--- src/common/dss_map.svh ---
// Offsets, field positions, reset values and timing counts of the stop/restart sequencer.
// Assumes a 25 MHz system clock and a 32-bit classic Wishbone register port.
// How it works
// - Zero start braking time starts from minimum frequency
// - Low braking frequency brakes at minimum frequency
// - No DC braking in sensor vector mode
// - Input function 33 commands DC braking
// - Stop modes: decel, coast, braking, timed coast
// - Permanent magnet motor always decelerates to stop
// - Decel stop brakes at braking or minimum frequency
// - Decel time scaled by stop frequency over maximum
// - Coast stop refuses run until baseblock ends
// - Sensorless coast stop searches speed next start
// - Braking stop: baseblock, then scaled DC braking
// - Timed coast ignores run until timer expires
// - Undervoltage fault after filter time, zero immediate
// - No automatic restart after undervoltage shutdown
// - Run command applies timed pre-excitation
// - Pre-excitation ends when flux reaches full
// - Power failure holds output off minimum baseblock
// - Long power failure searches speed on return
// - Codes 19 and 34 together raise warning
// - Fault start select: 0 search in sensorless vector mode, 1 normal
// - External baseblock removal searches when select 0, except with PM motor
`ifndef DSS_MAP_SVH
`define DSS_MAP_SVH

// Clock and tick timing
`define DSS_CLK_NS 40
`define DSS_TICK_NS 10000000
`define DSS_TICK_CYC (`DSS_TICK_NS / `DSS_CLK_NS)

// Register word offsets
`define DSS_OFS_CTRL 6'h00
`define DSS_OFS_FREQ 6'h01
`define DSS_OFS_DCB 6'h02
`define DSS_OFS_BRKT 6'h03
`define DSS_OFS_TIME 6'h04
`define DSS_OFS_PREX 6'h05
`define DSS_OFS_LOWV 6'h06
`define DSS_OFS_MFIL 6'h07
`define DSS_OFS_MFIH 6'h08
`define DSS_OFS_STAT 6'h09
`define DSS_OFS_CLR 6'h0A

// Field positions
`define DSS_F_STOP_MODE 1:0
`define DSS_F_CTRL_MODE 3:2
`define DSS_F_PM_MOTOR 4
`define DSS_F_AFTER_FAULT 5
`define DSS_F_AFTER_BB 6
`define DSS_F_SRCH_OFF 7
`define DSS_F_RIDE_THRU 8
`define DSS_F_LO16 15:0
`define DSS_F_HI16 31:16
`define DSS_F_LEVEL 23:16
`define DSS_F_BYTE0 7:0
`define DSS_F_BYTE1 15:8
`define DSS_F_CLR_FAULT 0

// Reset values
`define DSS_RST_CTRL 32'h0000_0000
`define DSS_RST_FREQ 32'h0258_000F
`define DSS_RST_DCB 32'h0000_3205
`define DSS_RST_BRKT 32'h0000_0032
`define DSS_RST_TIME 32'h0032_03E8
`define DSS_RST_PREX 32'h0064_0000
`define DSS_RST_LOWV 32'h0032_0190
`define DSS_RST_MFI 32'h0000_0000

// Codes
`define DSS_CM_SLV 2'h2
`define DSS_CM_SNS 2'h3
`define DSS_FN_DCB 6'h21
`define DSS_FN_SRCH1 6'h13
`define DSS_FN_SRCH2 6'h22
`define DSS_ALL_INPUTS 6'h3F

`endif

--- src/common/dss_pkg.sv ---
// Types of the stop/restart sequencer: stop modes, sequencer states and the state record.
// Assumes dss_map.svh supplies the numeric constants.
package dss_pkg;

	// Stop mode selector decode
	typedef enum logic [1:0] {
		STOP_DECEL = 2'b00,
		STOP_COAST = 2'b01,
		STOP_DCB = 2'b10,
		STOP_COAST_TMR = 2'b11
	} dss_stop_t;

	// Sequencer states
	typedef enum logic [3:0] {
		ST_IDLE = 4'b0000,
		ST_DCB_START = 4'b0001,
		ST_PREX = 4'b0010,
		ST_SEARCH = 4'b0011,
		ST_RUN = 4'b0100,
		ST_DECEL = 4'b0101,
		ST_DCB_STOP = 4'b0110,
		ST_BB = 4'b0111,
		ST_EXT_BB = 4'b1000,
		ST_LOSS = 4'b1001
	} dss_state_t;

	// Whole state of the sequencer
	typedef struct packed {
		dss_state_t state;
		dss_state_t bb_next;
		logic [15:0] tmr;
		logic [15:0] inh_cnt;
		logic [15:0] lowv_cnt;
		logic [15:0] loss_cnt;
		logic [15:0] dcb_len;
		logic [15:0] decel_len;
		logic run_prev;
		logic ss_pend;
		logic from_min;
		logic undervoltage_fault;
		logic ack;
		logic [31:0] rdata;
		logic [31:0] ctrl;
		logic [31:0] freq;
		logic [31:0] dcb;
		logic [31:0] brkt;
		logic [31:0] times;
		logic [31:0] prex;
		logic [31:0] lowv;
		logic [31:0] mfil;
		logic [31:0] mfih;
	} dss_regs_t;

endpackage : dss_pkg

--- src/hdl/dss_sequencer.sv ---
// Stop, braking, pre-excitation and restart sequencer of the drive, with its register port.
// Assumes synchronous inputs from the power stage and a classic Wishbone master.
//
// Local design decisions: the Wishbone interface to the registers and the placing of the registers.
`timescale 1ns/10ps
`include "dss_map.svh"
module dss_sequencer #(
	parameter int unsigned TICK_CYCLES = `DSS_TICK_CYC
) (
	input wire logic ref_clk,
	input wire logic reset_n,
	input wire logic clk_en,
	input wire logic wb_cyc_i,
	input wire logic wb_stb_i,
	input wire logic wb_we_i,
	input wire logic [7:0] wb_adr_i,
	input wire logic [3:0] wb_sel_i,
	input wire logic [31:0] wb_dat_i,
	output logic [31:0] wb_dat_o,
	output logic wb_ack_o,
	input wire logic run_cmd,
	input wire logic fault_in,
	input wire logic ext_bb,
	input wire logic power_loss,
	input wire logic [5:0] mfi_in,
	input wire logic [9:0] bus_voltage,
	input wire logic [15:0] out_freq,
	input wire logic flux_ok,
	input wire logic search_done,
	output logic bridge_on,
	output logic dcb_active,
	output logic [7:0] dcb_current,
	output logic prex_active,
	output logic [7:0] prex_level,
	output logic decel_active,
	output logic [15:0] decel_ticks,
	output logic search_active,
	output logic start_from_min,
	output dss_pkg::dss_state_t seq_state,
	output logic undervoltage_fault,
	output logic input_assign_conflict_warning
);
	import dss_pkg::*;

	localparam dss_regs_t RST_VAL = '{
		state: ST_IDLE,
		bb_next: ST_IDLE,
		ctrl: `DSS_RST_CTRL,
		freq: `DSS_RST_FREQ,
		dcb: `DSS_RST_DCB,
		brkt: `DSS_RST_BRKT,
		times: `DSS_RST_TIME,
		prex: `DSS_RST_PREX,
		lowv: `DSS_RST_LOWV,
		mfil: `DSS_RST_MFI,
		mfih: `DSS_RST_MFI,
		default: '0
	};

	dss_regs_t s; // Registered state
	dss_regs_t n; // Next state
	logic tick; // Common timer tick
	dss_stop_t stop_sel; // Effective stop mode
	logic sensor_vector_mode; // Closed-loop vector control selected
	logic sensorless_vector_mode; // Open-loop vector control selected
	logic ride_thru; // Momentary power loss ride-through on
	logic lowv_below; // Bus below detection level
	logic lowv_trip; // Undervoltage detected this cycle
	logic mfi_dcb; // Input braking command present
	logic active; // Output bridge sequencing a run or stop
	logic in_bb; // Any output-off hold
	logic [15:0] brake_freq; // Frequency at which stop braking starts
	logic [47:0] mfi_codes; // Function codes of the six inputs
	logic [5:0] reg_idx; // Word index on the bus

	// Frequency times duration over maximum, saturating
	function automatic logic [15:0] dss_scale(input logic [15:0] f, input logic [15:0] fmax,
		input logic [15:0] t);
		logic [31:0] prod;
		logic [31:0] q;
		prod = 32'(f) * 32'(t);
		q = (fmax == 16'h0000) ? 32'(t) : prod / 32'(fmax);
		dss_scale = (q > 32'h0000_FFFF) ? 16'hFFFF : q[15:0];
	endfunction : dss_scale

	// Any selected input carrying a given function code
	function automatic logic dss_has(input logic [47:0] codes, input logic [5:0] mask,
		input logic [5:0] code);
		dss_has = 1'b0;
		for (int i = 0; i < 6; i++) begin
			if (mask[i] && codes[i*8 +: 6] == code) begin
				dss_has = 1'b1;
			end
		end
	endfunction : dss_has

	// Byte-lane write merge
	function automatic logic [31:0] dss_merge(input logic [31:0] old, input logic [31:0] wd,
		input logic [3:0] sel);
		dss_merge = old;
		for (int i = 0; i < 4; i++) begin
			if (sel[i]) begin
				dss_merge[i*8 +: 8] = wd[i*8 +: 8];
			end
		end
	endfunction : dss_merge

	// First state of a start sequence
	function automatic dss_state_t dss_start(input logic ss, input logic [15:0] brk_t,
		input logic [15:0] prex_t, input logic sensor);
		if (ss) begin
			dss_start = ST_SEARCH;
		end else if (brk_t != 16'h0000 && !sensor) begin
			dss_start = ST_DCB_START;
		end else if (prex_t != 16'h0000) begin
			dss_start = ST_PREX;
		end else begin
			dss_start = ST_RUN;
		end
	endfunction : dss_start

	// Common tick for every timer
	dss_tick_gen #(
		.TICK_CYCLES(TICK_CYCLES)
	) u_tick (
		.ref_clk(ref_clk),
		.reset_n(reset_n),
		.clk_en(clk_en),
		.tick(tick)
	);

	// Configuration decode
	assign sensor_vector_mode = s.ctrl[`DSS_F_CTRL_MODE] == `DSS_CM_SNS;
	assign sensorless_vector_mode = s.ctrl[`DSS_F_CTRL_MODE] == `DSS_CM_SLV;
	assign ride_thru = s.ctrl[`DSS_F_RIDE_THRU];
	assign stop_sel = s.ctrl[`DSS_F_PM_MOTOR] ? STOP_DECEL : dss_stop_t'(s.ctrl[`DSS_F_STOP_MODE]);
	assign mfi_codes = {s.mfih[`DSS_F_LO16], s.mfil};
	assign mfi_dcb = dss_has(mfi_codes, mfi_in, `DSS_FN_DCB);
	assign reg_idx = wb_adr_i[7:2];

	// Braking begins at the higher of braking and minimum frequency
	assign brake_freq = ({8'h00, s.dcb[`DSS_F_BYTE0]} < s.freq[`DSS_F_LO16]) ?
		s.freq[`DSS_F_LO16] : {8'h00, s.dcb[`DSS_F_BYTE0]};

	// Undervoltage filter
	assign lowv_below = !ride_thru && ({6'h00, bus_voltage} < s.lowv[`DSS_F_LO16]);
	assign lowv_trip = lowv_below && (s.lowv[`DSS_F_HI16] == 16'h0000 ||
		s.lowv_cnt >= s.lowv[`DSS_F_HI16]);

	// States that drive the bridge or hold it off
	assign active = s.state inside {ST_DCB_START, ST_PREX, ST_SEARCH, ST_RUN, ST_DECEL, ST_DCB_STOP};
	assign in_bb = s.state inside {ST_BB, ST_EXT_BB, ST_LOSS};

	// Next-state logic
	always_comb begin
		n = s;
		n.run_prev = run_cmd;
		n.ack = wb_cyc_i & wb_stb_i & ~s.ack;

		// Timers advance on the tick only
		if (tick) begin
			if (s.tmr != 16'h0000) begin
				n.tmr = s.tmr - 16'h0001;
			end
			if (s.inh_cnt != 16'h0000) begin
				n.inh_cnt = s.inh_cnt - 16'h0001;
			end
			if (power_loss && s.loss_cnt != 16'hFFFF) begin
				n.loss_cnt = s.loss_cnt + 16'h0001;
			end
		end
		if (!lowv_below) begin
			n.lowv_cnt = 16'h0000;
		end else if (tick && s.lowv_cnt != 16'hFFFF) begin
			n.lowv_cnt = s.lowv_cnt + 16'h0001;
		end

		// Register access
		if (n.ack) begin
			n.rdata = 32'h0000_0000;
			unique case (reg_idx)
				`DSS_OFS_CTRL: n.rdata = s.ctrl;
				`DSS_OFS_FREQ: n.rdata = s.freq;
				`DSS_OFS_DCB: n.rdata = s.dcb;
				`DSS_OFS_BRKT: n.rdata = s.brkt;
				`DSS_OFS_TIME: n.rdata = s.times;
				`DSS_OFS_PREX: n.rdata = s.prex;
				`DSS_OFS_LOWV: n.rdata = s.lowv;
				`DSS_OFS_MFIL: n.rdata = s.mfil;
				`DSS_OFS_MFIH: n.rdata = s.mfih;
				`DSS_OFS_STAT: n.rdata = {s.tmr, s.inh_cnt[7:0], (s.inh_cnt != 16'h0000),
					s.ss_pend, input_assign_conflict_warning, s.undervoltage_fault, s.state};
				default: n.rdata = 32'h0000_0000; // Unmapped reads zero
			endcase
			if (wb_we_i) begin
				unique case (reg_idx)
					`DSS_OFS_CTRL: n.ctrl = dss_merge(s.ctrl, wb_dat_i, wb_sel_i);
					`DSS_OFS_FREQ: n.freq = dss_merge(s.freq, wb_dat_i, wb_sel_i);
					`DSS_OFS_DCB: n.dcb = dss_merge(s.dcb, wb_dat_i, wb_sel_i);
					`DSS_OFS_BRKT: n.brkt = dss_merge(s.brkt, wb_dat_i, wb_sel_i);
					`DSS_OFS_TIME: n.times = dss_merge(s.times, wb_dat_i, wb_sel_i);
					`DSS_OFS_PREX: n.prex = dss_merge(s.prex, wb_dat_i, wb_sel_i);
					`DSS_OFS_LOWV: n.lowv = dss_merge(s.lowv, wb_dat_i, wb_sel_i);
					`DSS_OFS_MFIL: n.mfil = dss_merge(s.mfil, wb_dat_i, wb_sel_i);
					`DSS_OFS_MFIH: n.mfih = dss_merge(s.mfih, wb_dat_i, wb_sel_i);
					`DSS_OFS_CLR: begin
						if (wb_sel_i[0] && wb_dat_i[`DSS_F_CLR_FAULT]) begin
							n.undervoltage_fault = 1'b0;
						end
					end
					default: n.ctrl = s.ctrl; // Unmapped writes ignored
				endcase
			end
		end

		// A new detection beats a same-cycle clear
		if (lowv_trip) begin
			n.undervoltage_fault = 1'b1;
		end

		// Sequencer
		unique case (s.state)
			ST_IDLE: begin
				// Start only on a fresh run edge, after timers and faults clear
				if (run_cmd && !s.run_prev && !s.undervoltage_fault &&
					s.inh_cnt == 16'h0000) begin
					n.state = dss_start(s.ss_pend, s.brkt[`DSS_F_HI16], s.prex[`DSS_F_LO16],
						sensor_vector_mode);
					n.from_min = 1'b1;
				end
			end
			ST_DCB_START: begin
				// Start braking done, go on to pre-excitation or run
				if (s.tmr == 16'h0000) begin
					n.state = (s.prex[`DSS_F_LO16] != 16'h0000) ? ST_PREX : ST_RUN;
				end
			end
			ST_PREX: begin
				// Flux at full or time out ends pre-excitation
				if (flux_ok || s.tmr == 16'h0000) begin
					n.state = ST_RUN;
				end
			end
			ST_SEARCH: begin
				// Resume from the found speed
				if (search_done) begin
					n.state = ST_RUN;
					n.ss_pend = 1'b0;
					n.from_min = 1'b0;
				end
			end
			ST_RUN: begin
				// Stop command handling per mode
				if (!run_cmd) begin
					n.bb_next = ST_IDLE;
					unique case (stop_sel)
						STOP_DECEL: begin
							n.state = ST_DECEL;
							n.decel_len = dss_scale(out_freq, s.freq[`DSS_F_HI16],
								s.times[`DSS_F_LO16]);
						end
						STOP_COAST: begin
							n.state = ST_BB;
							if (sensorless_vector_mode && !s.ctrl[`DSS_F_SRCH_OFF]) begin
								n.ss_pend = 1'b1;
							end
						end
						STOP_DCB: begin
							n.state = ST_BB;
							n.dcb_len = dss_scale(out_freq, s.freq[`DSS_F_HI16],
								s.brkt[`DSS_F_LO16]);
							n.bb_next = sensor_vector_mode ? ST_IDLE : ST_DCB_STOP;
						end
						STOP_COAST_TMR: begin
							n.state = ST_BB;
							n.inh_cnt = dss_scale(out_freq, s.freq[`DSS_F_HI16],
								s.times[`DSS_F_LO16]);
							if (sensorless_vector_mode && !s.ctrl[`DSS_F_SRCH_OFF]) begin
								n.ss_pend = 1'b1;
							end
						end
					endcase
				end
			end
			ST_DECEL: begin
				// Brake once the ramp reaches the braking point
				if (out_freq <= brake_freq) begin
					n.dcb_len = s.brkt[`DSS_F_LO16];
					n.state = (s.brkt[`DSS_F_LO16] != 16'h0000 && !sensor_vector_mode) ?
						ST_DCB_STOP : ST_IDLE;
				end
			end
			ST_DCB_STOP: begin
				// Stop braking for its duration
				if (s.tmr == 16'h0000) begin
					n.state = ST_IDLE;
				end
			end
			ST_BB: begin
				// Output off for the minimum baseblock time
				if (s.tmr == 16'h0000) begin
					n.state = s.bb_next;
				end
			end
			ST_EXT_BB: begin
				// External output-off removed
				if (!ext_bb) begin
					if (!s.ctrl[`DSS_F_AFTER_BB] && !s.ctrl[`DSS_F_PM_MOTOR]) begin
						n.ss_pend = 1'b1;
					end
					n.state = run_cmd ? dss_start(n.ss_pend, s.brkt[`DSS_F_HI16],
						s.prex[`DSS_F_LO16], sensor_vector_mode) : ST_IDLE;
				end
			end
			ST_LOSS: begin
				// Wait for power to return, search if the loss was long
				if (!power_loss) begin
					if (s.loss_cnt > s.times[`DSS_F_HI16]) begin
						n.ss_pend = 1'b1;
					end
					n.state = run_cmd ? dss_start(n.ss_pend, s.brkt[`DSS_F_HI16],
						s.prex[`DSS_F_LO16], sensor_vector_mode) : ST_IDLE;
				end
			end
			default: n.state = ST_IDLE; // Illegal code recovery
		endcase

		// Trips and output-off commands override the sequence
		if (active) begin
			if (fault_in || lowv_trip) begin
				n.state = ST_BB;
				n.bb_next = ST_IDLE;
				if (fault_in && sensorless_vector_mode && !s.ctrl[`DSS_F_AFTER_FAULT]) begin
					n.ss_pend = 1'b1;
				end
			end else if (ride_thru && power_loss) begin
				n.state = ST_BB;
				n.bb_next = ST_LOSS;
				n.loss_cnt = 16'h0000;
			end else if (ext_bb) begin
				n.state = ST_EXT_BB;
			end
		end

		// Load the timer on entry to a timed state
		if (n.state != s.state) begin
			if (n.state == ST_DCB_START) begin
				n.tmr = s.brkt[`DSS_F_HI16];
			end else if (n.state == ST_PREX) begin
				n.tmr = s.prex[`DSS_F_LO16];
			end else if (n.state == ST_DCB_STOP) begin
				n.tmr = n.dcb_len;
			end else if (n.state == ST_BB) begin
				n.tmr = s.times[`DSS_F_HI16];
			end
		end
	end

	// State register, frozen while the enable is low
	always_ff @(posedge ref_clk or negedge reset_n) begin
		if (!reset_n) begin
			s <= RST_VAL;
		end else if (clk_en) begin
			s <= n;
		end
	end

	// Bus outputs
	assign wb_dat_o = s.rdata;
	assign wb_ack_o = s.ack;

	// Power stage outputs
	assign dcb_active = !sensor_vector_mode && (s.state inside {ST_DCB_START, ST_DCB_STOP} ||
		(mfi_dcb && !in_bb));
	assign bridge_on = active || dcb_active;
	assign dcb_current = s.dcb[`DSS_F_BYTE1];
	assign prex_active = s.state == ST_PREX;
	assign prex_level = s.prex[`DSS_F_LEVEL];
	assign decel_active = s.state == ST_DECEL;
	assign decel_ticks = s.decel_len;
	assign search_active = s.state == ST_SEARCH;
	assign start_from_min = s.state == ST_RUN && s.from_min;
	assign seq_state = s.state;
	assign undervoltage_fault = s.undervoltage_fault;
	assign input_assign_conflict_warning = dss_has(mfi_codes, `DSS_ALL_INPUTS, `DSS_FN_SRCH1) &&
		dss_has(mfi_codes, `DSS_ALL_INPUTS, `DSS_FN_SRCH2);

endmodule : dss_sequencer

--- src/hdl/dss_tick_gen.sv ---
// Fixed-period tick generator feeding all second-based timers.
// Assumes a free-running system clock and an active-low asynchronous reset.
`timescale 1ns/10ps
module dss_tick_gen #(
	parameter int unsigned TICK_CYCLES = 250000
) (
	input wire logic ref_clk,
	input wire logic reset_n,
	input wire logic clk_en,
	output logic tick
);
	import dss_pkg::*;

	logic [19:0] cnt_reg; // Cycles into the current tick period
	logic [19:0] cnt_next;
	logic tick_reg; // One-cycle tick pulse
	logic tick_next;

	// Count one period, pulse at its end
	always_comb begin
		if (cnt_reg >= 20'(TICK_CYCLES - 1)) begin
			cnt_next = 20'h00000;
			tick_next = 1'b1;
		end else begin
			cnt_next = cnt_reg + 20'h00001;
			tick_next = 1'b0;
		end
	end

	// Register, frozen while the enable is low
	always_ff @(posedge ref_clk or negedge reset_n) begin
		if (!reset_n) begin
			cnt_reg <= 20'h00000;
			tick_reg <= 1'b0;
		end else if (clk_en) begin
			cnt_reg <= cnt_next;
			tick_reg <= tick_next;
		end
	end

	assign tick = tick_reg & clk_en;

endmodule : dss_tick_gen

--- config.mk ---
export PLATFORM = sky130hd
export DESIGN_NAME = dss_sequencer
export DESIGN_NICKNAME = d
export VERILOG_FILES = /design/src/common/dss_pkg.sv /design/src/hdl/dss_sequencer.sv /design/src/hdl/dss_tick_gen.sv
export VERILOG_INCLUDE_DIRS = /design/src /design/src/common
export SDC_FILE = /design/constraint.sdc
export NUM_CORES = 2
export LEC_CHECK = 0
export ABC_CLOCK_PERIOD_IN_PS = 138400
export BUFFER_PORTS_ARGS = -buffer_cell sky130_fd_sc_hd__buf_2
export CORE_MARGIN = 5
export CORE_UTILIZATION = 50
export DETAILED_ROUTE_END_ITERATION = 10
export PLACE_DENSITY = 0.67
export SLEW_MARGIN = 20
export SYNTH_ARGS = -nofsm -noshare
export SYNTH_HDL_FRONTEND = slang
export SYNTH_SLANG_ARGS = --single-unit
--- constraint.sdc ---
create_clock -name ref_clk -period 138.4 [get_ports ref_clk]
set_input_delay 27.68 -clock ref_clk [delete_from_list [all_inputs] [get_ports ref_clk]]
set_output_delay 27.68 -clock ref_clk [all_outputs]
set_load 0.02 [all_outputs]
==> impl.org <==
** Run status
- The flow ran to the end, but the final reports show violations.
- Failing checks :: antenna violations

** Drt
- Routed signal wires occupy layers up through met5.
- Total routed wirelength :: 300000 µm
- Via-to-Cell Ratio :: 6.38
- In the routed design, unresolved DRC markers number 0.
- Sum of routed wire segments on met1 :: 128000 µm
- Post-detailed-route count of antenna-violating nets :: 1
- The first routing iteration left 7461 violations.
- Detailed routing inserted a total of 84040 vias.
- Detailed routing placed a total of 131000 µm of wire on met2.
- In the final routed layout, each cell accounts on average for 22.8 µm.
- Number of iterations in the first detailed-routing pass :: 9
- Detailed routing placed a total of 25700 µm of wire on met3.

** Global route
- The first global-routing pass estimated 464000 µm of wire.
- For this run the aggregate overflow at the end of global routing stands at 0.
- The via count of the first global-routing pass was 81309.
- Overall fraction of global-route tracks in use :: 32.0%
- Number of antenna violations at the first check in global routing :: 30
- Entering global routing, the biggest net connects 156 pins.

** Die
- In this run the core area contains 152 standard-cell rows.
- CORE AREA :: 172000 µm²
- Pin placement for this block handled 165 I/O pins.
- Die area :: 181000 µm²
- Vertical extent of the die :: 425 µm
- Horiz. Die Dim :: 425 µm
- Starting density of the core :: 50.3%

** Placed design
- In this run the tool buffered the top-level ports with 162 buffer cells.
- Half-perimeter wire length of the detailed placement result :: 237000 µm
- OpenSTA, run right after detailed placement, puts the worst setup slack at 1.47 ns.
- Final GP Congestion :: 0.959

** Final layout
- The register with the most flip-flops in the layout has 310 of them.
- The area growth from synthesis to layout is 5.73%.
- Layout cell share with drive strength beyond 1 :: 10.9%
- Most frequent cells in the layout :: sky130_fd_sc_hd__nand2_1 (1156), sky130_fd_sc_hd__ha_1 (1065), sky130_fd_sc_hd__nor2_1 (839)
- Reg with most FFs :: s
- Final nets :: 12337
- Area of the multi-input gates :: 70800 µm²
- Sequential cell area in the final layout :: 11300 µm²
- Commonest non-fill, non-tap cell in the layout :: sky130_fd_sc_hd__nand2_1
- Number of inserted filler cells in the final layout :: 16337

** Critical path
- Delay of the slowest critical-path stage :: 0.73 ns
- Worst setup path class :: input pin to register
- Data required time of the critical path :: 138.85 ns
- In this design, the critical path's most frequently occurring cell is sky130_fd_sc_hd__o21a_1.
- Depth of the worst register-to-register path :: 434
- FF-to-FF setup slack :: 33.21 ns
- Worst Setup End Kind :: register
- In this run the critical register-to-register path is launched from s[130]$_DFFE_PN0P_.
- Critical path fanouts, max :: 33
- On the critical path, the stage with the largest delay is an instance of sky130_fd_sc_hd__o21ai_0.
- CP Launch Type :: input pin
- For the worst setup path, the data arrival time is 132.10 ns.
- Endpoint of the most critical register-to-register path :: s[389]$_DFFE_PN0P_

** STA
- The final hold violation count came to 0.
- Final Critical Period :: 131.65 ns
- Number of pins exceeding their max-slew limit in the final report :: 0
- Worst Slack Setup Final :: 6.75 ns
- Transition at the pin with the smallest max-transition slack :: 1.28 ns
- The worst pin sits at a relative slew slack of 14.5%.
- Timing-limited maximum frequency :: 0.00760 GHz
- Dividing the final minimum period by the clock period gives 95.1%.
- Setup violations remaining at the end of the flow were counted as 0.
- The clock arrives with 0.0544 ns of skew.

** Power and ir drop
- Total power divided by cell area :: 11.7 nW/µm²
- VDD IR max :: 0.0000158 V
- Final Total Pwr :: 1.06 mW
- Leakage power summed over all cells :: 45.5 nW

** Synth
- Netlist area before placement :: 86200 µm²
- Mean post-synth cell area :: 7.91 µm²
- Post-synthesis net count :: 12441
- Part of the Yosys area used for sequential elements :: 13.1%
- Of the post-synthesis cell area, the dominant cell type holds 15.5%.
- Library cell with the largest summed area after synthesis :: sky130_fd_sc_hd__ha_1
- The synthesized design contains 0 enable-type register cells.
- In the synthesized netlist, the number of instances is 10900.
- The Yosys step of the flow raised 0 warnings.
- Share of async-settable or async-resettable flops after synthesis :: 100%
- The netlist uses 133 different library cells.
- Top FF cell, synth :: sky130_fd_sc_hd__dfrtp_1
- Leading post-synthesis cells by cell area :: sky130_fd_sc_hd__ha_1 (15%), sky130_fd_sc_hd__dfrtp_1 (12%), sky130_fd_sc_hd__fa_1 (9.0%)
- The synthesized design contains 450 register bits.

** Clock network
- For the worst-skew pair, the clock arrives at the later sink with an insertion delay of 0.62 ns.
- CTS clk-pin slew, worst paths :: 0.07 ns
- Hold repair after CTS inserted 0 buffers.
- TritonCTS built the clock tree.
- Counting along the longest clock path gives a buffer depth of 3.
- Number of CTS-inserted buffers :: 46
- CTS placed an instance of sky130_fd_sc_hd__clkbuf_16 at the clock tree root.
- The clock tree synthesis step divided the H-tree into 2 levels.
- Counting every sink on the clock net gives 450.

** Worst hold path
- Along the worst hold path, the cell count comes to 1.
- In this run the worst hold path is classified as register to register.
- In this run the most critical hold path is launched from wb_dat_o[12]$_DFFE_PN0P_.
- The path with the worst hold slack has its endpoint at wb_dat_o[12]$_DFFE_PN0P_.

** Flow run
- The tool flagged a number of max-cap violations equal to 0.
[layout make-up]
cell class / instances / share of cell area [%]
inverters: 647 / 2.67
well taps: 2310 / 3.17
diodes: 27 / 0.0741
multi-input cells: 9337 / 77.7
repair buffers: 314 / 2.24
flip-flops and latches: 450 / 12.4
clock buffers: 63 / 1.41
clock inverters: 22 / 0.354
[logic make-up after synthesis]
| family | count (synthesis) | synth area share, % |
|---|---|---|
| compound gates | 3031 | 23.8 |
| xor+xnor | 466 | 4.73 |
| fa+ha+maj | 1457 | 24.5 |
| buf+inv | 1114 | 5.28 |
| flops | 450 | 13.1 |
| mux | 493 | 6.32 |
| simple gates | 3889 | 22.2 |
[synth_stat cells, drive strengths merged (27+ instances only)]
| master | count |
|---|---|
| and3 | 64 |
| xnor2 | 303 |
| and2 | 307 |
| dfrtp | 416 |
| o211ai | 96 |
| nand2 | 1161 |
| nand4 | 116 |
| or2 | 127 |
| mux2 | 405 |
| fa | 388 |
| nor2b | 111 |
| nand2b | 117 |
| o31ai | 198 |
| o21ai | 583 |
| ha | 1065 |
| nor3 | 503 |
| o211a | 29 |
| or3 | 88 |
| a22o | 37 |
| mux2i | 88 |
| o21a | 447 |
| nor4 | 88 |
| o21bai | 27 |
| a21boi | 37 |
| a31oi | 114 |
| buf | 145 |
| a221oi | 41 |
| a21o | 227 |
| clkbuf | 322 |
| a21oi | 680 |
| nor2 | 855 |
| dfstp | 34 |
| xor2 | 163 |
| a211oi | 69 |
| o22ai | 46 |
| nand3 | 190 |
| a222oi | 64 |
| inv | 646 |
[critical path: cells and delay by family]
| kind | cells | cell delay, ns |
|---|---|---|
| multiplexers | 12 | 4.03 |
| AO/OA/AOI/OAI | 273 | 62.55 |
| AND/OR/NAND/NOR | 95 | 20.94 |
| XOR/XNOR | 1 | 0.40 |
| buffers and inverters | 17 | 2.91 |
| adder cells (fa/ha/maj) | 38 | 13.20 |
[layer usage]
| metal | track usage, % | vias to the layer above |
|---|---|---|
| met2 | 50.7 | 3232 |
| li1 | - | 39450 |
| met1 | 42.4 | 40672 |
| met3 | 6.30 | 680 |
| met5 | 0 | - |
| met4 | 14.3 | 6 |
[report_power, final]
part	total [mW]	switching, mW	internal, mW
logic	0.768	0.464	0.304
registers	0.161	0.0190	0.142
clock network	0.136	0.0586	0.0774
[worst max path at each step]
stage	startpoint	endpoint	slack, ns	cells after the start
floorplan	out_freq[1]	s[389]$_DFFE_PN0P_	14.42	481
global placement	out_freq[7]	s[389]$_DFFE_PN0P_	3.60	436
detailed placement	out_freq[7]	s[389]$_DFFE_PN0P_	1.47	437
CTS	out_freq[7]	s[389]$_DFFE_PN0P_	1.60	436
global route	out_freq[1]	s[389]$_DFFE_PN0P_	-0.12	436
finish	out_freq[5]	s[389]$_DFFE_PN0P_	6.75	436
[per-stage QoR]
stage	util [%]	cell area [µm²]	hold slack, ns	setup TNS [ns]	instances
floorplan	-	86200	0.447	0	10900
global placement	51.9	89100	0.459	0	13054
detailed placement	51.9	89100	0.461	0	13054
CTS	52.9	90700	0.476	0	13139
global route	53.1	91100	0.495	-0.196	13149
finish	53.1	91100	0.475	0	13170
[what timing repair did]
item,4_1_cts,5_1_grt
resized for setup,0,82
hold endpoints to repair,0,0
endpoints found under the setup margin,0,5
buffers inserted,0,2
No activity file was read; power rests on OpenSTA's default activity.
